$ cat src/rtl/sdu_pkg.sv
// package: constants, field layouts and carriers of the segment descriptor unit
package sdu_pkg;

  // ---------------------------------------------------------------------------
  // sizes
  // ---------------------------------------------------------------------------
  localparam int SDU_SR_COUNT       = 16;
  localparam int SDU_SLB_ENTRIES    = 4;
  localparam int SDU_GROUP_ENTRIES  = 8;
  localparam int SDU_PHYS_ADDR_BITS = 52;

  // ---------------------------------------------------------------------------
  // doublewords 0 and 1 of a segment table entry (big-endian bit b sits at 63-b)
  // ---------------------------------------------------------------------------
  localparam int SDU_STE_EFFECTIVE_SEGMENT_ID_LSB = 63 - 35;
  localparam int SDU_STE_V_POS    = 63 - 56;
  localparam int SDU_STE_T_POS    = 63 - 57;
  localparam int SDU_STE_KS_POS   = 63 - 58;
  localparam int SDU_STE_KP_POS   = 63 - 59;
  localparam int SDU_STE_N_POS    = 63 - 60;
  localparam int SDU_STE_VIRTUAL_SEGMENT_ID_LSB = 63 - 51;

  // ---------------------------------------------------------------------------
  // 32-bit segment register (big-endian bit b sits at 31-b)
  // ---------------------------------------------------------------------------
  localparam int SDU_SR_T_POS    = 31 - 0;
  localparam int SDU_SR_KS_POS   = 31 - 1;
  localparam int SDU_SR_KP_POS   = 31 - 2;
  localparam int SDU_SR_N_POS    = 31 - 3;
  localparam int SDU_SR_VIRTUAL_SEGMENT_ID_MSB = 31 - 8;
  localparam int SDU_SR_IDX_LSB  = 31 - 3;

  // ---------------------------------------------------------------------------
  // effective address and table address fields
  // ---------------------------------------------------------------------------
  localparam int SDU_EA_EFFECTIVE_SEGMENT_ID_LSB  = 63 - 35;
  localparam int SDU_EA_PAGE_LSB  = 63 - 51;
  localparam int SDU_STB_BASE_LSB = 63 - 51;
  localparam int SDU_HASH_LSB     = 63 - 56;
  localparam int SDU_ENT_LSB      = 63 - 59;

  localparam logic [31:0] SDU_SR_RESET  = 32'h0000_0000;
  localparam logic [63:0] SDU_STB_RESET = 64'h0000_0000_0000_0000;

  typedef enum logic [1:0] {
    SDU_OP_TO_SR      = 2'b00,
    SDU_OP_TO_SR_IND  = 2'b01,
    SDU_OP_FROM_SR    = 2'b10,
    SDU_OP_FROM_SR_IND = 2'b11
  } sdu_op_type;

  typedef enum logic [1:0] {
    SDU_ST_IDLE  = 2'b00,
    SDU_ST_FETCH = 2'b01,
    SDU_ST_CHECK = 2'b10
  } sdu_state_type;

  typedef struct packed {
    logic        direct_store;
    logic        supervisor_key;
    logic        user_key;
    logic        no_execute;
    logic [51:0] virtual_segment_id;
    logic [63:0] ds_info;
  } sdu_desc_type;

  typedef struct packed {
    logic        real_mode;
    logic        seg_fault;
    logic        direct_store;
    logic        supervisor_key;
    logic        user_key;
    logic        no_execute;
    logic [67:0] virtual_page_number;
    logic [63:0] ds_info;
    logic [63:0] eff_addr;
  } sdu_result_type;

endpackage

$ cat src/rtl/sdu_top.sv
// segment descriptor unit: segment registers, table base, lookaside buffer and descriptor decode
`timescale 1ns/10ps
module sdu_top
  import sdu_pkg::*;
(
  input  wire logic           core_clk_in,
  input  wire logic           rst_n_in,
  input  wire logic           form_64_in,
  input  wire logic           supervisor_in,
  input  wire logic           instruction_relocate_in,
  input  wire logic           data_relocate_in,
  input  wire logic           xlate_valid_in,
  input  wire logic           xlate_instr_in,
  input  wire logic [63:0]    xlate_ea_in,
  output logic                xlate_busy_out,
  output logic                xlate_done_out,
  output sdu_result_type      xlate_result_out,
  input  wire logic           sr_op_valid_in,
  input  wire sdu_op_type     sr_op_in,
  input  wire logic [3:0]     sr_field_in,
  input  wire logic [31:0]    sr_index_gpr_in,
  input  wire logic [31:0]    sr_src_gpr_in,
  output logic                sr_done_out,
  output logic                sr_priv_fault_out,
  output logic [31:0]         sr_read_data_out,
  input  wire logic           stb_write_in,
  input  wire logic [63:0]    stb_write_data_in,
  output logic [63:0]         segment_table_base_out,
  output logic                machine_check_out,
  output logic                mem_req_out,
  output logic [63:0]         mem_addr_out,
  input  wire logic           mem_ack_in,
  input  wire logic [127:0]   mem_rdata_in
);

  // ---------------------------------------------------------------------------
  // state
  // ---------------------------------------------------------------------------
  typedef struct packed {
    sdu_state_type                          st;
    logic [2:0]                             ent;
    logic [63:0]                            ea;
    logic [127:0]                           line;
    logic [SDU_SR_COUNT-1:0][31:0]          sr;
    logic [63:0]                            stb;
    logic [SDU_SLB_ENTRIES-1:0]             slb_v;
    logic [SDU_SLB_ENTRIES-1:0][35:0]       slb_effective_segment_id;
    logic [SDU_SLB_ENTRIES-1:0][127:0]      slb_line;
    logic [1:0]                             slb_ptr;
    logic                                   busy;
    logic                                   done;
    sdu_result_type                         res;
    logic                                   sr_done;
    logic                                   sr_fault;
    logic [31:0]                            sr_rdata;
    logic                                   mchk;
    logic                                   mem_req;
    logic [63:0]                            mem_addr;
  } sdu_regs_type;

  sdu_regs_type regs_r;
  sdu_regs_type regs_nxt;

  // ---------------------------------------------------------------------------
  // decode functions
  // ---------------------------------------------------------------------------
  function automatic sdu_desc_type decode_ste(input logic [127:0] line);
    sdu_desc_type d;
    logic [63:0]  dw0;
    logic [63:0]  dw1;
    dw0                  = line[127:64];
    dw1                  = line[63:0];
    d.direct_store       = dw0[SDU_STE_T_POS];
    d.supervisor_key     = dw0[SDU_STE_KS_POS];
    d.user_key           = dw0[SDU_STE_KP_POS];
    d.no_execute         = dw0[SDU_STE_N_POS] & ~dw0[SDU_STE_T_POS];
    d.virtual_segment_id = dw1[63:SDU_STE_VIRTUAL_SEGMENT_ID_LSB];
    d.ds_info            = dw0[SDU_STE_T_POS] ? dw1 : 64'h0;
    return d;
  endfunction

  function automatic sdu_desc_type decode_sr(input logic [31:0] sr);
    sdu_desc_type d;
    d.direct_store       = sr[SDU_SR_T_POS];
    d.supervisor_key     = sr[SDU_SR_KS_POS];
    d.user_key           = sr[SDU_SR_KP_POS];
    d.no_execute         = sr[SDU_SR_N_POS] & ~sr[SDU_SR_T_POS];
    d.virtual_segment_id = {28'h0, sr[SDU_SR_VIRTUAL_SEGMENT_ID_MSB:0]};
    d.ds_info            = sr[SDU_SR_T_POS] ? {32'h0, sr} : 64'h0;
    return d;
  endfunction

  function automatic sdu_result_type make_result(input sdu_desc_type d,
                                                  input logic [63:0]  ea);
    sdu_result_type r;
    r.real_mode           = 1'b0;
    r.seg_fault           = 1'b0;
    r.direct_store        = d.direct_store;
    r.supervisor_key      = d.supervisor_key;
    r.user_key            = d.user_key;
    r.no_execute          = d.no_execute;
    r.virtual_page_number = {d.virtual_segment_id, ea[27:SDU_EA_PAGE_LSB]};
    r.ds_info             = d.ds_info;
    r.eff_addr            = ea;
    return r;
  endfunction

  function automatic logic [63:0] group_addr(input logic [63:0] stb,
                                             input logic [63:0] ea,
                                             input logic [2:0]  ent);
    logic [4:0] hash;
    hash = ea[SDU_EA_EFFECTIVE_SEGMENT_ID_LSB+4:SDU_EA_EFFECTIVE_SEGMENT_ID_LSB];
    return {stb[63:SDU_STB_BASE_LSB], hash, ent, 4'h0};
  endfunction

  // ---------------------------------------------------------------------------
  // next state
  // ---------------------------------------------------------------------------
  logic         relocate;
  logic [3:0]   sr_sel;
  logic         slb_hit;
  logic [1:0]   slb_idx;
  logic [35:0]  req_effective_segment_id;
  logic [127:0] fetched;
  logic         ent_match;

  always_comb begin
    regs_nxt = regs_r;
    regs_nxt.done    = 1'b0;
    regs_nxt.sr_done = 1'b0;
    regs_nxt.sr_fault = 1'b0;
    regs_nxt.mchk    = 1'b0;
    relocate = xlate_instr_in ? instruction_relocate_in : data_relocate_in;
    req_effective_segment_id = xlate_ea_in[63:SDU_EA_EFFECTIVE_SEGMENT_ID_LSB];
    slb_hit  = 1'b0;
    slb_idx  = 2'h0;
    for (int i = 0; i < SDU_SLB_ENTRIES; i++) begin
      if (regs_r.slb_v[i] && regs_r.slb_effective_segment_id[i] == req_effective_segment_id) begin
        slb_hit = 1'b1;
        slb_idx = 2'(i);
      end
    end
    fetched   = regs_r.line;
    ent_match = fetched[64+SDU_STE_V_POS] &&
                fetched[127:64+SDU_STE_EFFECTIVE_SEGMENT_ID_LSB] == regs_r.ea[63:SDU_EA_EFFECTIVE_SEGMENT_ID_LSB];

    // segment register moves
    sr_sel = sr_field_in;
    if (sr_op_in == SDU_OP_TO_SR_IND || sr_op_in == SDU_OP_FROM_SR_IND) begin
      sr_sel = sr_index_gpr_in[31:SDU_SR_IDX_LSB];
    end
    if (sr_op_valid_in) begin
      if (!supervisor_in) begin
        regs_nxt.sr_fault = 1'b1;
      end else begin
        regs_nxt.sr_done = 1'b1;
        if (sr_op_in == SDU_OP_TO_SR || sr_op_in == SDU_OP_TO_SR_IND) begin
          regs_nxt.sr[sr_sel] = sr_src_gpr_in;
        end else begin
          regs_nxt.sr_rdata = regs_r.sr[sr_sel];
        end
      end
    end

    // table base register
    if (stb_write_in) begin
      regs_nxt.stb      = {stb_write_data_in[63:SDU_STB_BASE_LSB], 12'h000};
      regs_nxt.slb_v    = '0;
      regs_nxt.mchk     = |stb_write_data_in[63:SDU_PHYS_ADDR_BITS];
    end

    unique case (regs_r.st)
      SDU_ST_IDLE: begin
        if (xlate_valid_in) begin
          regs_nxt.ea = xlate_ea_in;
          if (!relocate) begin
            regs_nxt.done               = 1'b1;
            regs_nxt.res                = '0;
            regs_nxt.res.real_mode      = 1'b1;
            regs_nxt.res.eff_addr       = xlate_ea_in;
          end else if (!form_64_in) begin
            regs_nxt.done = 1'b1;
            regs_nxt.res  = make_result(decode_sr(regs_r.sr[xlate_ea_in[31:SDU_SR_IDX_LSB]]),
                                        xlate_ea_in);
          end else if (slb_hit) begin
            regs_nxt.done = 1'b1;
            regs_nxt.res  = make_result(decode_ste(regs_r.slb_line[slb_idx]), xlate_ea_in);
          end else begin
            regs_nxt.st       = SDU_ST_FETCH;
            regs_nxt.busy     = 1'b1;
            regs_nxt.ent      = 3'h0;
            regs_nxt.mem_req  = 1'b1;
            regs_nxt.mem_addr = group_addr(regs_r.stb, xlate_ea_in, 3'h0);
          end
        end
      end
      SDU_ST_FETCH: begin
        if (mem_ack_in) begin
          regs_nxt.mem_req = 1'b0;
          regs_nxt.line    = mem_rdata_in;
          regs_nxt.st      = SDU_ST_CHECK;
        end
      end
      SDU_ST_CHECK: begin
        if (ent_match) begin
          regs_nxt.st                         = SDU_ST_IDLE;
          regs_nxt.busy                       = 1'b0;
          regs_nxt.done                       = 1'b1;
          regs_nxt.res                        = make_result(decode_ste(fetched), regs_r.ea);
          regs_nxt.slb_v[regs_r.slb_ptr]      = ~stb_write_in;
          regs_nxt.slb_effective_segment_id[regs_r.slb_ptr]   = regs_r.ea[63:SDU_EA_EFFECTIVE_SEGMENT_ID_LSB];
          regs_nxt.slb_line[regs_r.slb_ptr]   = fetched;
          regs_nxt.slb_ptr                    = regs_r.slb_ptr + 2'h1;
        end else if (regs_r.ent == 3'(SDU_GROUP_ENTRIES - 1)) begin
          regs_nxt.st              = SDU_ST_IDLE;
          regs_nxt.busy            = 1'b0;
          regs_nxt.done            = 1'b1;
          regs_nxt.res             = '0;
          regs_nxt.res.seg_fault   = 1'b1;
          regs_nxt.res.eff_addr    = regs_r.ea;
        end else begin
          regs_nxt.st       = SDU_ST_FETCH;
          regs_nxt.ent      = regs_r.ent + 3'h1;
          regs_nxt.mem_req  = 1'b1;
          regs_nxt.mem_addr = group_addr(regs_r.stb, regs_r.ea, regs_r.ent + 3'h1);
        end
      end
      default: begin
        regs_nxt.st = SDU_ST_IDLE;
      end
    endcase
  end

  // ---------------------------------------------------------------------------
  // registers
  // ---------------------------------------------------------------------------
  always_ff @(posedge core_clk_in or negedge rst_n_in) begin
    if (!rst_n_in) begin
      regs_r          <= '0;
      regs_r.st       <= SDU_ST_IDLE;
      regs_r.stb      <= SDU_STB_RESET;
      regs_r.sr       <= {SDU_SR_COUNT{SDU_SR_RESET}};
    end else begin
      regs_r <= regs_nxt;
    end
  end

  // ---------------------------------------------------------------------------
  // outputs
  // ---------------------------------------------------------------------------
  assign xlate_busy_out         = regs_r.busy;
  assign xlate_done_out         = regs_r.done;
  assign xlate_result_out       = regs_r.res;
  assign sr_done_out            = regs_r.sr_done;
  assign sr_priv_fault_out      = regs_r.sr_fault;
  assign sr_read_data_out       = regs_r.sr_rdata;
  assign segment_table_base_out = regs_r.stb;
  assign machine_check_out      = regs_r.mchk;
  assign mem_req_out            = regs_r.mem_req;
  assign mem_addr_out           = regs_r.mem_addr;
endmodule

$ cat config.mk
export PLATFORM = sky130hd
export DESIGN_NAME = sdu_top
export DESIGN_NICKNAME = d
export VERILOG_FILES = /design/src/rtl/sdu_pkg.sv /design/src/rtl/sdu_top.sv
export SDC_FILE = /design/constraint.sdc
export NUM_CORES = 2
export LEC_CHECK = 0
export BUFFER_PORTS_ARGS = -buffer_cell sky130_fd_sc_hd__buf_2
export CAP_MARGIN = 40
export CORE_MARGIN = 4
export CORE_UTILIZATION = 50
export CTS_CLUSTER_DIAMETER = 50
export CTS_CLUSTER_SIZE = 8
export DETAILED_ROUTE_END_ITERATION = 16
export PLACE_DENSITY = 0.69
export SYNTH_ARGS = -nofsm -noshare
export SYNTH_HDL_FRONTEND = slang
export SYNTH_SLANG_ARGS = --single-unit
export TNS_END_PERCENT = 10
$ cat constraint.sdc
create_clock -name core_clk_in -period 3.05 [get_ports core_clk_in]
set_input_delay 0.305 -clock core_clk_in [delete_from_list [all_inputs] [get_ports core_clk_in]]
set_output_delay 0.305 -clock core_clk_in [all_outputs]
set_load 0.05 [all_outputs]
Word-level counts from Yosys, hierarchy flattened --
Cells that the tools add are included.
Cells by class: $lt $le $gt $ge 6, add/subtract/negate cells 2, mux-type cells 69, reductions and logical operators 24, eq/ne operators 19, bitwise operators 8
Operator list (number):
- 662-bit 2-to-1 mux | 2
- 512-bit bitwise mux | 2
- 204-bit 2-to-1 mux | 3
- 203-bit 2-to-1 mux | 3
- 204-bit case mux with 2 select lines | 1
- 65-bit 2-to-1 mux | 6
- 128-bit binary-select mux with 2-bit select | 1
- 32-bit binary-select mux with 4-bit select | 2
- 128-bit demux with 2-bit select | 1
- 32-bit 2-to-1 mux | 6
- 36-bit equality test | 5
- 144-bit bitwise mux | 1
- 32-bit demux with 4-bit select | 1
- 128-bit 2-to-1 mux | 1
- 64-bit 2-to-1 mux | 2
- 64-bit case mux with 2 select lines | 1
- 36-bit demux with 2-bit select | 1
- 71-bit 2-to-1 mux | 1
- 69-bit 2-to-1 mux | 1
- 36-bit 2-to-1 mux | 1
- 34-bit 2-to-1 mux | 1
- 1-bit 2-to-1 mux | 16
- 5-bit 2-to-1 mux | 3
- 2-bit inequality test (second input constant) | 7
- other kinds (34) | 59
Storage, ports and cells: input port bits 337, register bits 1727, output and inout port bits 368, logic and storage cells 176

Logic depth before layout (Yosys ltp) --
depth after elaboration 14, mapped depth 13, gate-level depth less buffers 9

Worst setup path before layout --
OpenSTA, ideal clock, no wires.
kind input port to flip-flop, from input port xlate_ea_in[28], to register regs_r (netlist bit xlate_result_out[151]), setup time 134 ps, setup slack 194 ps, arrival time 2722 ps, stages 9, required time 2916 ps, buffers on the path 3, path through buf_2 buf_2 buf_1 mux4_2 mux4_2 nand2_1 nor2_1 a221oi_1 a31oi_1
Between the ends: word-level cells in the longest chain between the ends 12, elaborated cells on any way between the ends 26, those cells by class 5 x eq/ne; 16 x mux; 5 x reduce/logical
Ends and longest elaborated chain:
- start, declared | RTL line sdu_top.sv:14 | input wire logic [63:0] xlate_ea_in,
- 36-bit equality test | RTL line sdu_top.sv:138 | if (regs_r.slb_v[i] && regs_r.slb_effective_segment_id[i] == req_effective_segment_id) begin
- 1-bit logical AND | RTL line sdu_top.sv:138
- 1-bit 2-to-1 mux | RTL line sdu_top.sv:138
- 2-bit 2-to-1 mux (2 in a row) | RTL line sdu_top.sv:138
- 128-bit binary-select mux with 2-bit select | RTL line sdu_top.sv:187 | regs_nxt.res = make_result(decode_ste(regs_r.slb_line[slb_idx]), xlate_ea_in);
- 71-bit 2-to-1 mux (not written as such) | RTL line sdu_top.sv:187
- 203-bit 2-to-1 mux | RTL line sdu_top.sv:185 | end else if (slb_hit) begin
- 203-bit 2-to-1 mux | RTL line sdu_top.sv:181 | end else if (!form_64_in) begin
- 203-bit 2-to-1 mux | RTL line sdu_top.sv:176 | if (!relocate) begin
- 204-bit 2-to-1 mux | RTL line sdu_top.sv:174 | if (xlate_valid_in) begin
- 204-bit case mux with 2 select lines | RTL line sdu_top.sv:172 | unique case (regs_r.st)
- end signal, assigned | RTL line sdu_top.sv:244 | regs_r <= regs_nxt;
- end, declared | RTL line sdu_top.sv:61 | sdu_regs_type regs_r;
Several ways; a longest one is shown, not always the timed one. The select of a mux whose other input is x is not followed. A chain may end at the register's enable or synchronous reset.

Worst setup path in the final report --
from register regs_r[867] (netlist bit), to register regs_r (netlist bit mem_addr_out[25])
Between the ends: word-level cells in the longest chain between the ends 7
Ends and longest elaborated chain (RTL line):
- 36-bit equality test | sdu_top.sv:138
- 1-bit logical AND | sdu_top.sv:138
- 1-bit 2-to-1 mux (3 in a row) | sdu_top.sv:138
- 2-bit inequality test (no line)
- 7-bit AND reduction (no line)
Every way passes these cells.

==> run summary <==
Fillcell total: 11,000
Post-synth top flop: dfrtp_1
# clock sinks: 1,457
PD cells: 757 nW/µm²
Final period util: 100%
Fin Setup TNS: -0.00429 ns
ANT nets after route: 0
Initial antenna violation count: 22
GRT Total Usage: 30.9%
Peak Freq: 327 MHz
Top-area cell type share of the netlist area: 51.0%
Placement Setup Slack: -0.345 ns
Critical path class: flip-flop to flip-flop
HPWL after DPL: 154 mm
Number of global-route vias before repair: 55,200
Ports: 705
Initial DRC count: 5,768
Crit end category: flip-flop
Number of synthesized flops with an enable pin: 0
Max Cap Viol: 0
Die Ht: 386 µm
Area growth syn-to-layout: 19.5%
Placed Instance Area: 76,700 µm²
Min Hold Slack: 0.0463 ns
HP Class: primary input to asynchronous set/reset pin
Crit path DAT: 3.74 ns
Average instance area after synthesis: 10.9 µm²
Tot Pwr: 64.7 mW
YS warnings: 0
Violated checks: setup timing
Data required time at the worst endpoint: 3.74 ns
RePlAce Congestion: 0.956
Row count: 138
Synth top cells by count: 1,969 x nand2_1, 1,457 x dfrtp_1, 639 x mux2_2, 392 x buf_4, 290 x clkbuf_1
Fin area: 85,400 µm²
CTS tree: built
Via count: 54,400
Gr ovfl total: 0
RSZ-0062 raised after global routing: yes
Top-count cell post-synth: nand2_1
# DRC: 0
Post-synth ARST share: 100%
Initial Utilization: 50.4%
Setup WS post-layout: -0.00423 ns
Area leader, netlist: dfrtp_1
Number of port buffers: 625
Peak supply drop: 0.000544 V
Startpoint types: flip-flop
Avg WL per Cell: 25.6 µm
Post-synth cell types: 69
Final layout net count: 7,532
Hold violation count in the final report: 0
Critical path peak fanout: 14
Yosys reg bits: 1,457
Routed WL: 234 mm
CP Launch Point: regs_r[867]
H-tree levels: 4
Root Driver: clkbuf_16
Slew Limit Fails: 0
Die ar.: 149,000 µm²
Run status: finished, violations left
Die X: 386 µm
Period minus WS final: 3.05 ns
Worst Tran Pin Value: 0.959 ns
Leakage: 41.7 nW
Reg2reg start: regs_r[867]
Max Root-Sink Buffers: 3
Layout Skew: 0.0538 ns
Largest net degree at the start of global routing: 136
Share of layout cells above drive strength 1: 31.5%
Netlist Area Pre-Place: 71,500 µm²
# setup viols final: 2
CTS clock-pin slew for the worst setup and hold paths: 0.05 ns
Worst skew pair latency: 0.84 ns
Core area: 142,000 µm²
Slew margin rel.: 35.5%
Seq/Total Area, Yosys: 51.0%
First-pass GRT wire length: 348 mm
CTS Buf Count: 205
Synth top area cells: dfrtp_1 51%, nand2_1 10%, mux2_2 10%, mux4_2 9.0%, buf_4 4.1%
Cell count after synthesis: 6,566
DRT Pass-1 Iters: 6
Avg Vias per Cell: 5.96
==> worst max-delay path: stages, from the launching register on <==
cell	delay, ns
dfrtp_1	0.41
xnor2_2	0.15
buf_4	0.15
nand4_1	0.09
nor4_1	0.06
buf_2	0.16
and3_4	0.20
buf_4	0.14
nor4_4	0.34
nand4b_1	0.22
a21oi_4	0.25
buf_12	0.18
buf_16	0.21
mux2_4	0.33
==> metrics by stage <==
step / util, % / std cells
2_1_floorplan: - / 6581
3_3_place_gp: 54.1 / 8604
3_5_place_dp: 54.1 / 8608
4_1_cts: 60.0 / 9104
5_1_grt: 60.2 / 9118
6_report: 60.3 / 9127
==> layout make-up <==
| cell class | instances | area [µm²] | share of cell area [%] |
|---|---|---|---|
| diodes | 16 | 40.0 | 0.0469 |
| flip-flops and latches | 1457 | 36500 | 42.7 |
| clock buffers | 219 | 5280 | 6.18 |
| clock inverters | 20 | 394 | 0.461 |
| inverters | 68 | 259 | 0.303 |
| multi-input cells | 4181 | 30300 | 35.5 |
| well taps | 1890 | 2360 | 2.77 |
| repair buffers | 1276 | 10300 | 12.1 |
==> cells by family (layout without fill, tap and decap cells) <==
logic type / Yosys count / after routing / share of synthesized area, %
and+or+nand+nor: 2409 / 2409 / 13.7
muxes: 1027 / 1027 / 20.6
DFF: 1457 / 1457 / 51.0
adders and majority gates: 6 / 6 / 0.105
xor gates and xnor gates: 178 / 178 / 2.18
other: 1 / 32 / 0.00525
AOI/OAI and AO/OA: 545 / 545 / 5.09
buffers and inverters: 943 / 1583 / 7.33
==> timing repair <==
item / 4_1_cts / 5_1_grt
hold buffers: 251 / 0
hold endpoints to repair: 1278 / 0
gates cloned: 1 / 5
pin swaps: 12 / 24
buffers inserted: 5 / 3
resized for setup: 15 / 63
setup endpoints to repair: 188 / 218
==> per-layer routing <==
| metal | wire [µm] | vias to the layer above | GRT usage, % |
|---|---|---|---|
| li1 | - | 23300 | - |
| met1 | 90700 | 27600 | 40.3 |
| met2 | 108000 | 2827 | 48.1 |
| met3 | 22800 | 654 | 8.16 |
| met4 | 11700 | 8 | 14.9 |
| met5 | 53 | - | 0 |
==> flip-flops by register name (all words and copies together), names as in the netlist <==
name                    count
regs_r                   1002
xlate_result_out          202
fetched                   105
mem_addr_out               58
segment_table_base_out     52
sr_read_data_out           32
machine_check_out           1
mem_req_out                 1
sr_done_out                 1
sr_priv_fault_out           1
xlate_busy_out              1
xlate_done_out              1
==> path summary, 6_finish.rpt <==
check | end | slack [ns] | cells after the start
worst max-delay path | mem_addr_out[25] | -0.004 | 13
worst max register to register | mem_addr_out[25] | -0.004 | 13
worst min register to register | regs_r[330] | 0.46 | 2
worst min-delay path | regs_r[354] | 0.05 | 2
max in group asynchronous | xlate_result_out[4] | 1.83 | 4
min in group core_clk_in | xlate_result_out[35] | 0.06 | 4
==> report_power, final <==
group / internal [mW] / switching, mW
Sequential: 22.8 / 3.33
Combinational: 6.33 / 11.3
Clock: 12.4 / 8.43
==> cells in the final DEF, fill, tap and decap left out, types with 8 or more instances in the layout <==
| cell | n |
|---|---|
| a211o_1 | 8 |
| a211oi_1 | 30 |
| a21oi_1 | 36 |
| a221oi_1 | 23 |
| a22oi_1 | 65 |
| a31oi_1 | 59 |
| a32oi_1 | 26 |
| buf_12 | 116 |
| buf_2 | 623 |
| buf_4 | 268 |
| clkbuf_16 | 212 |
| conb_1 | 16 |
| dfrtp_1 | 1457 |
| diode_2 | 16 |
| dlygate4sd3_1 | 251 |
| inv_1 | 66 |
| mux2_1 | 40 |
| mux2_2 | 637 |
| mux2_4 | 15 |
| mux2i_1 | 44 |
| mux4_2 | 287 |
| nand2_1 | 1951 |
| nand2_2 | 14 |
| nand3_1 | 176 |
| nand4_1 | 58 |
| nor2_1 | 79 |
| nor3_1 | 31 |
| nor4_1 | 34 |
| nor4_2 | 9 |
| o211ai_1 | 16 |
| o21ai_0 | 140 |
| o21ai_1 | 52 |
| o22a_1 | 28 |
| o2bb2ai_1 | 25 |
| xnor2_1 | 77 |
| xor2_1 | 94 |
Power figures use the tool's default switching activity.
